[config.mk]
export PLATFORM = sky130hd
export DESIGN_NAME = dopc_top
export DESIGN_NICKNAME = d
export VERILOG_FILES = /design/src/dopc_pkg.sv /design/src/dopc_top.sv
export SDC_FILE = /design/constraint.sdc
export NUM_CORES = 1
export LEC_CHECK = 0
export ABC_AREA = 1
export BUFFER_PORTS_ARGS = -buffer_cell sky130_fd_sc_hd__buf_4
export CORE_MARGIN = 2
export CORE_UTILIZATION = 49
export DETAILED_ROUTE_END_ITERATION = 10
export GPL_TIMING_DRIVEN = 0
export PLACE_DENSITY = 0.76
export SLEW_MARGIN = 15
export SYNTH_ARGS = -nofsm -noshare
export SYNTH_HDL_FRONTEND = slang
export SYNTH_SLANG_ARGS = --single-unit
[constraint.sdc]
create_clock -name core_clk_i -period 1.3 [get_ports core_clk_i]
set_input_delay 0.13 -clock core_clk_i [delete_from_list [all_inputs] [get_ports core_clk_i]]
set_output_delay 0.13 -clock core_clk_i [all_outputs]
set_load 0.05 [all_outputs]
[src/dopc_pkg.sv]
// Package for the digital output port control block: map, fields, timing
package dopc_pkg;

  localparam int NUM_LINES = 4;

  // Register byte offsets
  localparam logic [7:0] ADDR_STATE   = 8'h00;
  localparam logic [7:0] ADDR_TOGGLE  = 8'h04;
  localparam logic [7:0] ADDR_SENSE   = 8'h08;
  localparam logic [7:0] ADDR_CTRL    = 8'h0C;
  localparam logic [7:0] ADDR_PATTERN = 8'h10;
  localparam logic [7:0] ADDR_RESULT  = 8'h14;
  localparam logic [7:0] ADDR_LEVEL   = 8'h18;

  // Control register fields
  localparam int CTRL_LIM_A_BIT  = 0;
  localparam int CTRL_LIM_B_BIT  = 1;
  localparam int CTRL_STROBE_BIT = 2;

  // Pattern register: four nibbles low_a, high_a, low_b, high_b, then pass
  localparam int PAT_LOW_A  = 0;
  localparam int PAT_HIGH_A = 4;
  localparam int PAT_LOW_B  = 8;
  localparam int PAT_HIGH_B = 12;
  localparam int PAT_PASS   = 16;

  // Result register: write triggers evaluation of one reading
  localparam int RES_LOW_A  = 0;
  localparam int RES_HIGH_A = 1;
  localparam int RES_LOW_B  = 2;
  localparam int RES_HIGH_B = 3;

  localparam logic [1:0] RESP_OKAY   = 2'b00;
  localparam logic [1:0] RESP_SLVERR = 2'b10;

  // Reset values
  localparam logic [3:0]  STATE_RST   = 4'h0;
  localparam logic [3:0]  SENSE_RST   = 4'hF;
  localparam logic [19:0] PATTERN_RST = 20'h00000;

  // Strobe width: more than 10 us at 250 MHz
  localparam int STROBE_US      = 10;
  localparam int CLK_MHZ        = 250;
  localparam int STROBE_CYCLES  = STROBE_US * CLK_MHZ + 1;
  localparam int STROBE_LINE    = 3;

  // First member is the top nibble, so pass sits at [19:16] and low_a at [3:0]
  typedef struct packed {
    logic [3:0] pass_pat;
    logic [3:0] high_b;
    logic [3:0] low_b;
    logic [3:0] high_a;
    logic [3:0] low_a;
  } dopc_pattern_t;

endpackage

[src/dopc_top.sv]
// Digital output port control: AXI4-Lite slave, line state, limit patterns, strobe
//////////////////////////////////////////////////////////////////////////////
// Contract
// - Four lines, each from its own state or from limit test outcome.
// - A state change request toggles the selected lines' state bits.
// - Per line polarity; active high on drives high, active low on drives low.
// - Low level turns the sink switch on; high level turns it off.
// - Under limit control manual writes ignored; state view detached from outputs.
// - Order low_a, high_a, low_b, high_b; first fail pattern, else pass pattern.
// - With strobe enabled, line four true over 10 us after each evaluation.
// - Enabling strobe forces line four false; disabling leaves it as is. Only the limit-driven line four is forced; manual state still drives it.
module dopc_top #(
  parameter int STROBE_CYCLES = dopc_pkg::STROBE_CYCLES
) (
  input  wire logic        core_clk_i,
  input  wire logic        nrst_i,
  input  wire logic [7:0]  s_axi_awaddr_i,
  input  wire logic        s_axi_awvalid_i,
  output logic             s_axi_awready_o,
  input  wire logic [31:0] s_axi_wdata_i,
  input  wire logic [3:0]  s_axi_wstrb_i,
  input  wire logic        s_axi_wvalid_i,
  output logic             s_axi_wready_o,
  output logic [1:0]       s_axi_bresp_o,
  output logic             s_axi_bvalid_o,
  input  wire logic        s_axi_bready_i,
  input  wire logic [7:0]  s_axi_araddr_i,
  input  wire logic        s_axi_arvalid_i,
  output logic             s_axi_arready_o,
  output logic [31:0]      s_axi_rdata_o,
  output logic [1:0]       s_axi_rresp_o,
  output logic             s_axi_rvalid_o,
  input  wire logic        s_axi_rready_i,
  output logic [3:0]       line_level_o,
  output logic [3:0]       line_sink_on_o
);

  localparam int CW = $clog2(STROBE_CYCLES + 1);

  logic [3:0]              manual_state;
  logic [3:0]              sense;
  logic                    lim_a_en;
  logic                    lim_b_en;
  logic                    strobe_en;
  dopc_pkg::dopc_pattern_t pattern;
  logic [3:0]              limit_state;
  logic [CW-1:0]           strobe_cnt;
  logic [7:0]              aw_addr;
  logic [31:0]             w_data;
  logic [3:0]              w_strb;
  logic                    aw_held;
  logic                    w_held;
  logic                    wr_fire;
  logic                    wr_hit;
  logic                    limit_ctrl;
  logic [3:0]              source;
  logic [3:0]              next_pattern;
  logic [31:0]             rd_word;
  logic                    rd_hit;

  assign limit_ctrl = lim_a_en | lim_b_en;
  assign wr_fire    = aw_held & w_held & ~s_axi_bvalid_o;

  // Byte-lane merge for writes
  function automatic logic [31:0] merge(input logic [31:0] old, input logic [31:0] nw,
                                        input logic [3:0] strb);
    logic [31:0] r;
    r = old;
    for (int i = 0; i < 4; i++)
    begin
      if (strb[i])
      begin
        r[i*8 +: 8] = nw[i*8 +: 8];
      end
    end
    return r;
  endfunction

  //////////////////////////////////////////////////////////////////////////////
  // Write channel capture: address and data accepted in either order
  always_ff @(posedge core_clk_i)
  begin
    if (!nrst_i)
    begin
      aw_held         <= 1'b0;
      w_held          <= 1'b0;
      aw_addr         <= 8'h00;
      w_data          <= 32'h0000_0000;
      w_strb          <= 4'h0;
      s_axi_awready_o <= 1'b1;
      s_axi_wready_o  <= 1'b1;
    end
    else
    begin
      if (s_axi_awvalid_i && s_axi_awready_o)
      begin
        aw_held         <= 1'b1;
        aw_addr         <= s_axi_awaddr_i;
        s_axi_awready_o <= 1'b0;
      end
      if (s_axi_wvalid_i && s_axi_wready_o)
      begin
        w_held         <= 1'b1;
        w_data         <= s_axi_wdata_i;
        w_strb         <= s_axi_wstrb_i;
        s_axi_wready_o <= 1'b0;
      end
      // Reopen only once the response is consumed, so one write at a time
      if (s_axi_bvalid_o && s_axi_bready_i)
      begin
        aw_held         <= 1'b0;
        w_held          <= 1'b0;
        s_axi_awready_o <= 1'b1;
        s_axi_wready_o  <= 1'b1;
      end
    end
  end

  // Address decode for writes
  always_comb
  begin
    case (aw_addr)
      dopc_pkg::ADDR_STATE, dopc_pkg::ADDR_TOGGLE, dopc_pkg::ADDR_SENSE,
      dopc_pkg::ADDR_CTRL, dopc_pkg::ADDR_PATTERN, dopc_pkg::ADDR_RESULT:
        wr_hit = 1'b1;
      default:
        wr_hit = 1'b0;
    endcase
  end

  // Write response
  always_ff @(posedge core_clk_i)
  begin
    if (!nrst_i)
    begin
      s_axi_bvalid_o <= 1'b0;
      s_axi_bresp_o  <= dopc_pkg::RESP_OKAY;
    end
    else if (wr_fire)
    begin
      s_axi_bvalid_o <= 1'b1;
      s_axi_bresp_o  <= wr_hit ? dopc_pkg::RESP_OKAY : dopc_pkg::RESP_SLVERR;
    end
    else if (s_axi_bready_i)
    begin
      s_axi_bvalid_o <= 1'b0;
    end
  end

  //////////////////////////////////////////////////////////////////////////////
  // Manual state: toggle only, frozen while limits own the lines
  always_ff @(posedge core_clk_i)
  begin
    if (!nrst_i)
    begin
      manual_state <= dopc_pkg::STATE_RST;
    end
    else if (wr_fire && !limit_ctrl && w_strb[0])
    begin
      if (aw_addr == dopc_pkg::ADDR_TOGGLE)
      begin
        manual_state <= manual_state ^ w_data[3:0];
      end
    end
  end

  // Polarity, control and patterns
  always_ff @(posedge core_clk_i)
  begin
    if (!nrst_i)
    begin
      sense     <= dopc_pkg::SENSE_RST;
      lim_a_en  <= 1'b0;
      lim_b_en  <= 1'b0;
      strobe_en <= 1'b0;
      pattern   <= dopc_pkg::PATTERN_RST;
    end
    else if (wr_fire)
    begin
      if (aw_addr == dopc_pkg::ADDR_SENSE && w_strb[0])
      begin
        sense <= w_data[3:0];
      end
      if (aw_addr == dopc_pkg::ADDR_CTRL && w_strb[0])
      begin
        lim_a_en  <= w_data[dopc_pkg::CTRL_LIM_A_BIT];
        lim_b_en  <= w_data[dopc_pkg::CTRL_LIM_B_BIT];
        strobe_en <= w_data[dopc_pkg::CTRL_STROBE_BIT];
      end
      if (aw_addr == dopc_pkg::ADDR_PATTERN)
      begin
        pattern <= 20'(merge({12'h000, pattern}, w_data, w_strb));
      end
    end
  end

  //////////////////////////////////////////////////////////////////////////////
  // Limit evaluation priority: first failing test wins, else pass
  always_comb
  begin
    if (w_data[dopc_pkg::RES_LOW_A])
      next_pattern = pattern.low_a;
    else if (w_data[dopc_pkg::RES_HIGH_A])
      next_pattern = pattern.high_a;
    else if (w_data[dopc_pkg::RES_LOW_B])
      next_pattern = pattern.low_b;
    else if (w_data[dopc_pkg::RES_HIGH_B])
      next_pattern = pattern.high_b;
    else
      next_pattern = pattern.pass_pat;
  end

  // Limit-driven state and binning strobe on line four
  always_ff @(posedge core_clk_i)
  begin
    if (!nrst_i)
    begin
      limit_state <= 4'h0;
      strobe_cnt  <= '0;
    end
    else
    begin
      if (wr_fire && w_strb[0] && aw_addr == dopc_pkg::ADDR_RESULT && limit_ctrl)
      begin
        limit_state[2:0] <= next_pattern[2:0];
        if (strobe_en)
        begin
          limit_state[dopc_pkg::STROBE_LINE] <= 1'b1;
          strobe_cnt                         <= CW'(STROBE_CYCLES);
        end
        else
        begin
          limit_state[dopc_pkg::STROBE_LINE] <= next_pattern[dopc_pkg::STROBE_LINE];
        end
      end
      else if (wr_fire && aw_addr == dopc_pkg::ADDR_CTRL && w_strb[0]
               && w_data[dopc_pkg::CTRL_STROBE_BIT] && !strobe_en)
      begin
        // Enabling forces line four false here and clears the strobe count
        limit_state[dopc_pkg::STROBE_LINE] <= 1'b0;
        strobe_cnt                         <= '0;
      end
      else if (strobe_cnt != '0 && strobe_en) // paused while disabled, line holds
      begin
        strobe_cnt <= strobe_cnt - CW'(1);
        if (strobe_cnt == CW'(1))
        begin
          limit_state[dopc_pkg::STROBE_LINE] <= 1'b0;
        end
      end
    end
  end

  // Source select then polarity, registered so pins never glitch
  assign source = limit_ctrl ? limit_state : manual_state;
  always_ff @(posedge core_clk_i)
  begin
    if (!nrst_i)
    begin
      line_level_o   <= ~(dopc_pkg::STATE_RST ^ dopc_pkg::SENSE_RST);
      line_sink_on_o <= dopc_pkg::STATE_RST ^ dopc_pkg::SENSE_RST;
    end
    else
    begin
      line_level_o   <= ~(source ^ sense);
      line_sink_on_o <= source ^ sense;
    end
  end

  //////////////////////////////////////////////////////////////////////////////
  // Read path
  always_comb
  begin
    rd_hit  = 1'b1;
    rd_word = 32'h0000_0000;
    case (s_axi_araddr_i)
      dopc_pkg::ADDR_STATE:   rd_word[3:0] = manual_state;
      dopc_pkg::ADDR_TOGGLE:  rd_word = 32'h0000_0000;
      dopc_pkg::ADDR_SENSE:   rd_word[3:0] = sense;
      dopc_pkg::ADDR_CTRL:    rd_word[2:0] = {strobe_en, lim_b_en, lim_a_en};
      dopc_pkg::ADDR_PATTERN: rd_word[19:0] = pattern;
      dopc_pkg::ADDR_RESULT:  rd_word[3:0] = limit_state;
      dopc_pkg::ADDR_LEVEL:   rd_word[3:0] = line_level_o;
      default:                rd_hit = 1'b0;
    endcase
  end

  always_ff @(posedge core_clk_i)
  begin
    if (!nrst_i)
    begin
      s_axi_arready_o <= 1'b1;
      s_axi_rvalid_o  <= 1'b0;
      s_axi_rdata_o   <= 32'h0000_0000;
      s_axi_rresp_o   <= dopc_pkg::RESP_OKAY;
    end
    else if (s_axi_arvalid_i && s_axi_arready_o)
    begin
      s_axi_arready_o <= 1'b0;
      s_axi_rvalid_o  <= 1'b1;
      s_axi_rdata_o   <= rd_word;
      s_axi_rresp_o   <= rd_hit ? dopc_pkg::RESP_OKAY : dopc_pkg::RESP_SLVERR;
    end
    else if (s_axi_rvalid_o && s_axi_rready_i)
    begin
      s_axi_rvalid_o  <= 1'b0;
      s_axi_arready_o <= 1'b1;
    end
  end

endmodule

# [Word-level counts from Yosys, hierarchy flattened]
# Index checks and enable logic that the tools add are counted.
# Widths: inputs -> output; s select.
[totals] out_inout_bits=49 wordCells=114 reg_bits=117 input_bits=59
[classes] bitwise_logic=8 n_reduce_logical=37 muxes=27 addsub=1 eq_ne=13
[op_table] operator="$mux 12" count=4
[op_table] operator="$eq 8x5->1 const B" count=5
[op_table] operator="$eq 8x4->1 const B" count=4
[op_table] operator="$mux 4" count=5
[op_table] operator="$pmux 3 s6" count=1
[op_table] operator="$logic_and 1x1->1" count=17
[op_table] operator="$eq 8x3->1 const B" count=2
[op_table] operator="$logic_not 8->1" count=2
[op_table] operator="$mux 16" count=1
[op_table] operator="$mux 1" count=13
[op_table] operator="$eq 12x1->1 const B" count=1
[op_table] operator="$reduce_bool 12->1" count=1
[op_table] operator="$sub 12x1->12 const B" count=1
[op_table] operator="$reduce_and 2->1" count=5
[op_table] operator="$reduce_and 3->1" count=3
[op_table] operator="$xor 4x4->4" count=2
[op_table] operator="$reduce_or 7->1" count=1
[op_table] operator="$reduce_bool 3->1" count=2
[op_table] operator="$reduce_or 6->1" count=1
[op_table] operator="$pmux 1 s5" count=1
[op_table] operator="$mux 2" count=2
[op_table] operator="$not 4->4" count=1
[op_table] operator="$reduce_bool 2->1" count=2
[op_table] operator="$and 1x1->1" count=2
[op_table] operator="5 further kinds" count=7

# [Logic depth before layout (Yosys ltp)]
[depth] word_depth=8 depth_mapped=12

# [Worst setup path after synthesis]
# Ideal clock, no wire load.
[synth_timing] path_type="flip-flop to flip-flop" from="register s_axi_arready_o" to="register s_axi_rdata_o[11]" setup_slack_ns=-0.364 arrival_time_ns=1.535 path_stages_with_launch=6 n_path_buf=2 synth_period_minus_slack_ns=1.664 path_cell_list="dfxtp_1 > nand2_1 > inv_1 > clkbuf_1 > clkbuf_1 > a21oi_1"
[synth_via] elab_chain_cells=1
[synth_lines] item="start, declared" line_no="dopc_top.sv:29" rtl="output logic s_axi_arready_o,"
[synth_lines] item="start signal, assigned" line_no="dopc_top.sv:292" rtl="s_axi_arready_o <= 1'b1;"
[synth_lines] item="start signal, assigned" line_no="dopc_top.sv:299" rtl="s_axi_arready_o <= 1'b0;"
[synth_lines] item="start signal, assigned" line_no="dopc_top.sv:307" rtl="s_axi_arready_o <= 1'b1;"
[synth_lines] item="$logic_and 1x1->1" line_no="dopc_top.sv:297" rtl="else if (s_axi_arvalid_i && s_axi_arready_o)"
[synth_lines] item="end signal, assigned" line_no="dopc_top.sv:301" rtl="s_axi_rdata_o <= rd_word;"
[synth_lines] item="end, declared" line_no="dopc_top.sv:30" rtl="output logic [31:0] s_axi_rdata_o,"
# No other way between the ends.
# A chain may end at the register's enable or synchronous reset.

# [Final worst setup path]
[layout_timing] from="register aw_addr[6]" to="register pattern[19] (netlist name)"
[layout_via] elab_chain_cells=2
[layout_lines] item="start, declared" line_no="dopc_top.sv:48" rtl="logic [7:0] aw_addr;"
[layout_lines] item="start signal, assigned" line_no="dopc_top.sv:98" rtl="aw_addr <= s_axi_awaddr_i;"
[layout_lines] item="$eq 8x5->1" line_no="dopc_top.sv:190" rtl="if (aw_addr == dopc_pkg::ADDR_PATTERN)"
[layout_lines] item="$reduce_and 3->1 (no source line)"
[layout_lines] item="end signal, assigned" line_no="dopc_top.sv:176" rtl="pattern <= dopc_pkg::PATTERN_RST;"
[layout_lines] item="end signal, assigned" line_no="dopc_top.sv:192" rtl="pattern <= 20'(merge({12'h000, pattern}, w_data, w_strb));"
[layout_lines] item="end, declared" line_no="dopc_top.sv:45" rtl="dopc_pkg::dopc_pattern_t pattern;"
# No other way between the ends.

==> parameters.txt <==
Parameter                              Value

Global routing
  Maximum number of pins on one net before global-route repair ... 17
  Vias in the first global route ... 5303
  Antenna violations before repair ... 0
  Global-route wire length before repair ... 25000 um
  Remaining Overflow, GRT ... 0
  Total routing usage reported by global routing ... 28.4%

STA
  Min Tclk post-route ... 1.63 ns
  Unrepaired setup endpoints after global routing ... yes
  Max-slew headroom ... a little under two fifths
  Period utilization ... 125%
  Worst clock skew ... slightly above 0.009 ns
  Setup TNS Final ... -11.52 ns
  Number of pins exceeding their max-slew limit in the final report ... 0
  Final WS setup ... -0.328 ns
  Number of failing setup endpoints in the final timing report ... 47
  Fmax ... a little over 0.6 GHz
  Final Hold Violating Endpoints ... 0
  Least-Margin Pin Slew ... 0.943 ns

Final layout
  Number of fill cells ... 661
  Commonest non-fill, non-tap cells in the layout ... sky130_fd_sc_hd__buf_4 (116), sky130_fd_sc_hd__dfxtp_1 (95), sky130_fd_sc_hd__nand2_1 (93)
  Syn-to-layout area delta ... 53.5%
  Most common cell after layout, fill and taps aside ... sky130_fd_sc_hd__buf_4
  Number of diodes ... 0
  NumNets Final ... 955
  Share of cells above drive strength 1 ... 34.3%

Placed design
  IO buf count ... 79
  Weighted congestion at the end of routability-driven global placement ... 0.911
  Worst setup timing slack at the placement stage ... -0.376 ns
  Post-DP HPWL ... between 9000 and 10000 um

Logic synthesis
  Number of enable-type register cells in the synthesized netlist ... 0
  Yosys Warn Count ... 0
  Seq/Total Area, Yosys ... around 45%
  Average size of a mapped cell ... 7.28 um2
  Count of different cell masters after synthesis ... 39
  Summed instance area of the synthesized netlist ... 5130 um2
  Most used flip-flop cell after synthesis ... sky130_fd_sc_hd__dfxtp_1
  Flops & latches, synth ... 115
  Count of mapped cells out of synthesis ... 704
  Fraction of synthesis flops using an asynchronous set or reset pin ... 0%

Critical path
  Critical path fanouts, max ... 5
  Critical Path Slowest Stage Cell ... sky130_fd_sc_hd__dfxtp_2
  Classification of the worst setup path ... reg -> reg
  Category of cells accounting for the largest share of critical-path delay ... simple AND/OR/NAND/NOR gates
  Most frequent CP cell ... sky130_fd_sc_hd__nor2_4
  Sequence of cells on the critical path ... nor2_4, nand2_2, nor2_4, nand2_4, buf_6, buf_6, nor2_4, o21ai_2, a21oi_1
  Kind of start point of the critical path ... flip-flop
  CP bufs+invs ... 2
  Endpoint kind of the worst setup timing path ... flip-flop
  Largest stage delay on the critical path ... 0.34 ns
  Arrival time reported for the critical path endpoint ... 2.08 ns
  Crit path required time ... 1.75 ns

Clocking
  Cell chosen for the clock root ... sky130_fd_sc_hd__clkbuf_8
  Clk pin slew, worst setup/hold paths ... 0.06 ns
  Number of sinks on the clock net ... 115
  TritonCTS buffer count ... 17
  Number of H-tree levels ... 4
  Bufs on Longest Clock Path ... 2
  Clk Latency, worst-skew pair ... roughly 0.53 ns
  CTS tree ... done

Pwr
  Peak supply drop ... around 0.83 mV
  Ratio of total power to cell area ... 1260 nW/um2
  Power consumption ... 9890 uW
  Lkg Pwr ... roughly 0.0034 uW

Route
  Total Routed Length ... roughly 17000 um
  Detailed Route Iter0 Violations ... 556
  Drt wl/cell ... 16.6 um
  Routed Antenna Nets ... 0
  Number of optimization iterations in the first detailed-route pass ... 5
  DRC violation count after routing ... 0
  Routed via count ... 5712
  Number of vias per cell ... 5.48

Run
  Number of maximum-capacitance violations ... 0

Floorplanning
  Count of boundary I/O pins ... 108
  Placeable core area ... slightly above 10000 um2
  Chip Height ... ~110 um
  Effective utilization at floorplan ... 50.1%
  Count of standard-cell rows ... 37
  Floorplan die area ... 11300 um2
  X dimension of the die ... 106 um

Run status
  Status ... complete, but fails checks
  Failing checks ... negative setup slack

Worst hold path
  Type of the tightest min-delay check ... in -> reg
[report_power, final]
| part | internal (uW) | switching [uW] | leakage, uW | total (uW) |
|---|---|---|---|---|
| combinational | 499 | 835 | 0.00219 | 1330 |
| sequential | 3680 | 117 | 0.000946 | 3800 |
| clock | 2940 | 1810 | 0.000283 | 4760 |
[cells in the mapped netlist, types with 2 or more instances]
cell | n | area, um2
sky130_fd_sc_hd__dfxtp_1 | 115 | 2300
sky130_fd_sc_hd__nor2_2 | 2 | 12.5
sky130_fd_sc_hd__clkinv_1 | 2 | 7.51
sky130_fd_sc_hd__nor2_1 | 97 | 364
sky130_fd_sc_hd__ha_1 | 3 | 37.5
sky130_fd_sc_hd__o21a_1 | 2 | 15.0
sky130_fd_sc_hd__a21oi_2 | 2 | 17.5
sky130_fd_sc_hd__o21ai_0 | 87 | 435
sky130_fd_sc_hd__o22ai_1 | 3 | 18.8
sky130_fd_sc_hd__nand4_1 | 5 | 31.3
sky130_fd_sc_hd__inv_1 | 75 | 282
sky130_fd_sc_hd__buf_6 | 2 | 22.5
sky130_fd_sc_hd__a31oi_1 | 2 | 12.5
sky130_fd_sc_hd__nand3_2 | 3 | 30.0
sky130_fd_sc_hd__xor2_1 | 8 | 70.1
sky130_fd_sc_hd__clkbuf_1 | 22 | 82.6
sky130_fd_sc_hd__nand2_2 | 2 | 12.5
sky130_fd_sc_hd__nor2_4 | 5 | 56.3
sky130_fd_sc_hd__buf_4 | 15 | 113
sky130_fd_sc_hd__o21ai_2 | 2 | 17.5
sky130_fd_sc_hd__nand2_1 | 112 | 420
sky130_fd_sc_hd__a21oi_1 | 72 | 360
sky130_fd_sc_hd__nor3_1 | 6 | 30.0
sky130_fd_sc_hd__buf_2 | 2 | 10.0
sky130_fd_sc_hd__nand3_1 | 33 | 165
sky130_fd_sc_hd__o211ai_1 | 11 | 82.6
sky130_fd_sc_hd__buf_1 | 2 | 7.51
[per-layer routing]
layer / wire (um) / share of wire [%] / track usage, % / vias up
met2: 8580 / 50 / 48.1 / 325
met1: 6850 / 40 / 33.7 / 2664
met5: 0 / 0 / 0 / -
met4: 615 / 3.5 / 15.1 / 0
met3: 1270 / 7.3 / 6.07 / 63
li1: - / - / - / 2660
[layout make-up]
| class | count | area, um2 | share of cell area [%] |
|---|---|---|---|
| Multi-Input combinational cell | 481 | 2810 | 35.7 |
| Sequential cell | 115 | 2330 | 29.6 |
| Timing Repair Buffer | 159 | 1390 | 17.7 |
| Clock buffer | 18 | 418 | 5.31 |
| Inverter | 78 | 310 | 3.94 |
| Buffer | 41 | 262 | 3.32 |
| Clock inverter | 14 | 176 | 2.24 |
| Tap cell | 136 | 170 | 2.16 |
[tightest hold or removal path: stages]
cell	delay [ns]
sky130_fd_sc_hd__buf_4	0.08
sky130_fd_sc_hd__nor2_1	0.03
sky130_fd_sc_hd__nand2_1	0.08
sky130_fd_sc_hd__a311oi_1	0.06
sky130_fd_sc_hd__a21oi_1	0.11
[stage by stage]
step | std cells | hold WS (ns) | area [um2] | util (%)
3_3_place_gp | 932 | 0.387 | 6010 | 58.7
2_1_floorplan | 717 | 0.278 | 5250 | -
4_1_cts | 1032 | 0.00556 | 7550 | 73.8
5_1_grt | 1042 | 0.0370 | 7870 | 76.9
6_report | 1042 | 0.00331 | 7870 | 76.9
3_5_place_dp | 932 | 0.395 | 6010 | 58.7
[flip-flops by register name (all words and copies together) (netlist names), 3 cells and up]
signal          cells
aw_addr             8
line_level_o        4
strobe_cnt         12
s_axi_rdata_o      20
line_sink_on_o      4
w_data             20
sense               4
w_strb              3
limit_state         4
manual_state        4
pattern            20
[logic make-up (layout without fill, tap and decap cells)]
family / Yosys count / in the layout / share of synthesized area, %
flops: 115 / 115 / 44.9
other cells: 1 / 14 / 0.0731
fa+ha+maj: 3 / 3 / 0.732
simple gates: 272 / 272 / 23.4
buf+inv: 121 / 310 / 10.3
compound gates: 183 / 183 / 19.1
xor+xnor: 9 / 9 / 1.54
[repair_timing]
item,CTS,global route
hold endpoints to repair,49,2
hold buffers,37,1
endpoints found under the setup margin,79,63
buffers inserted,29,13
gates resized for setup,101,89
pin swaps,24,39
cloned,3,1
[final timing paths]
check | from | end | slack [ns] | depth (start not counted)
worst max-delay path | aw_addr[6] | pattern[19] | -0.33 | 9
worst min-delay path | s_axi_araddr_i[7] | s_axi_rresp_o[1] | 0.003 | 5
worst max register to register | aw_addr[6] | pattern[19] | -0.33 | 9
worst min register to register | w_data[8] | pattern[8] | 0.47 | 2
Note: power is estimated with default switching activity, not from simulation.
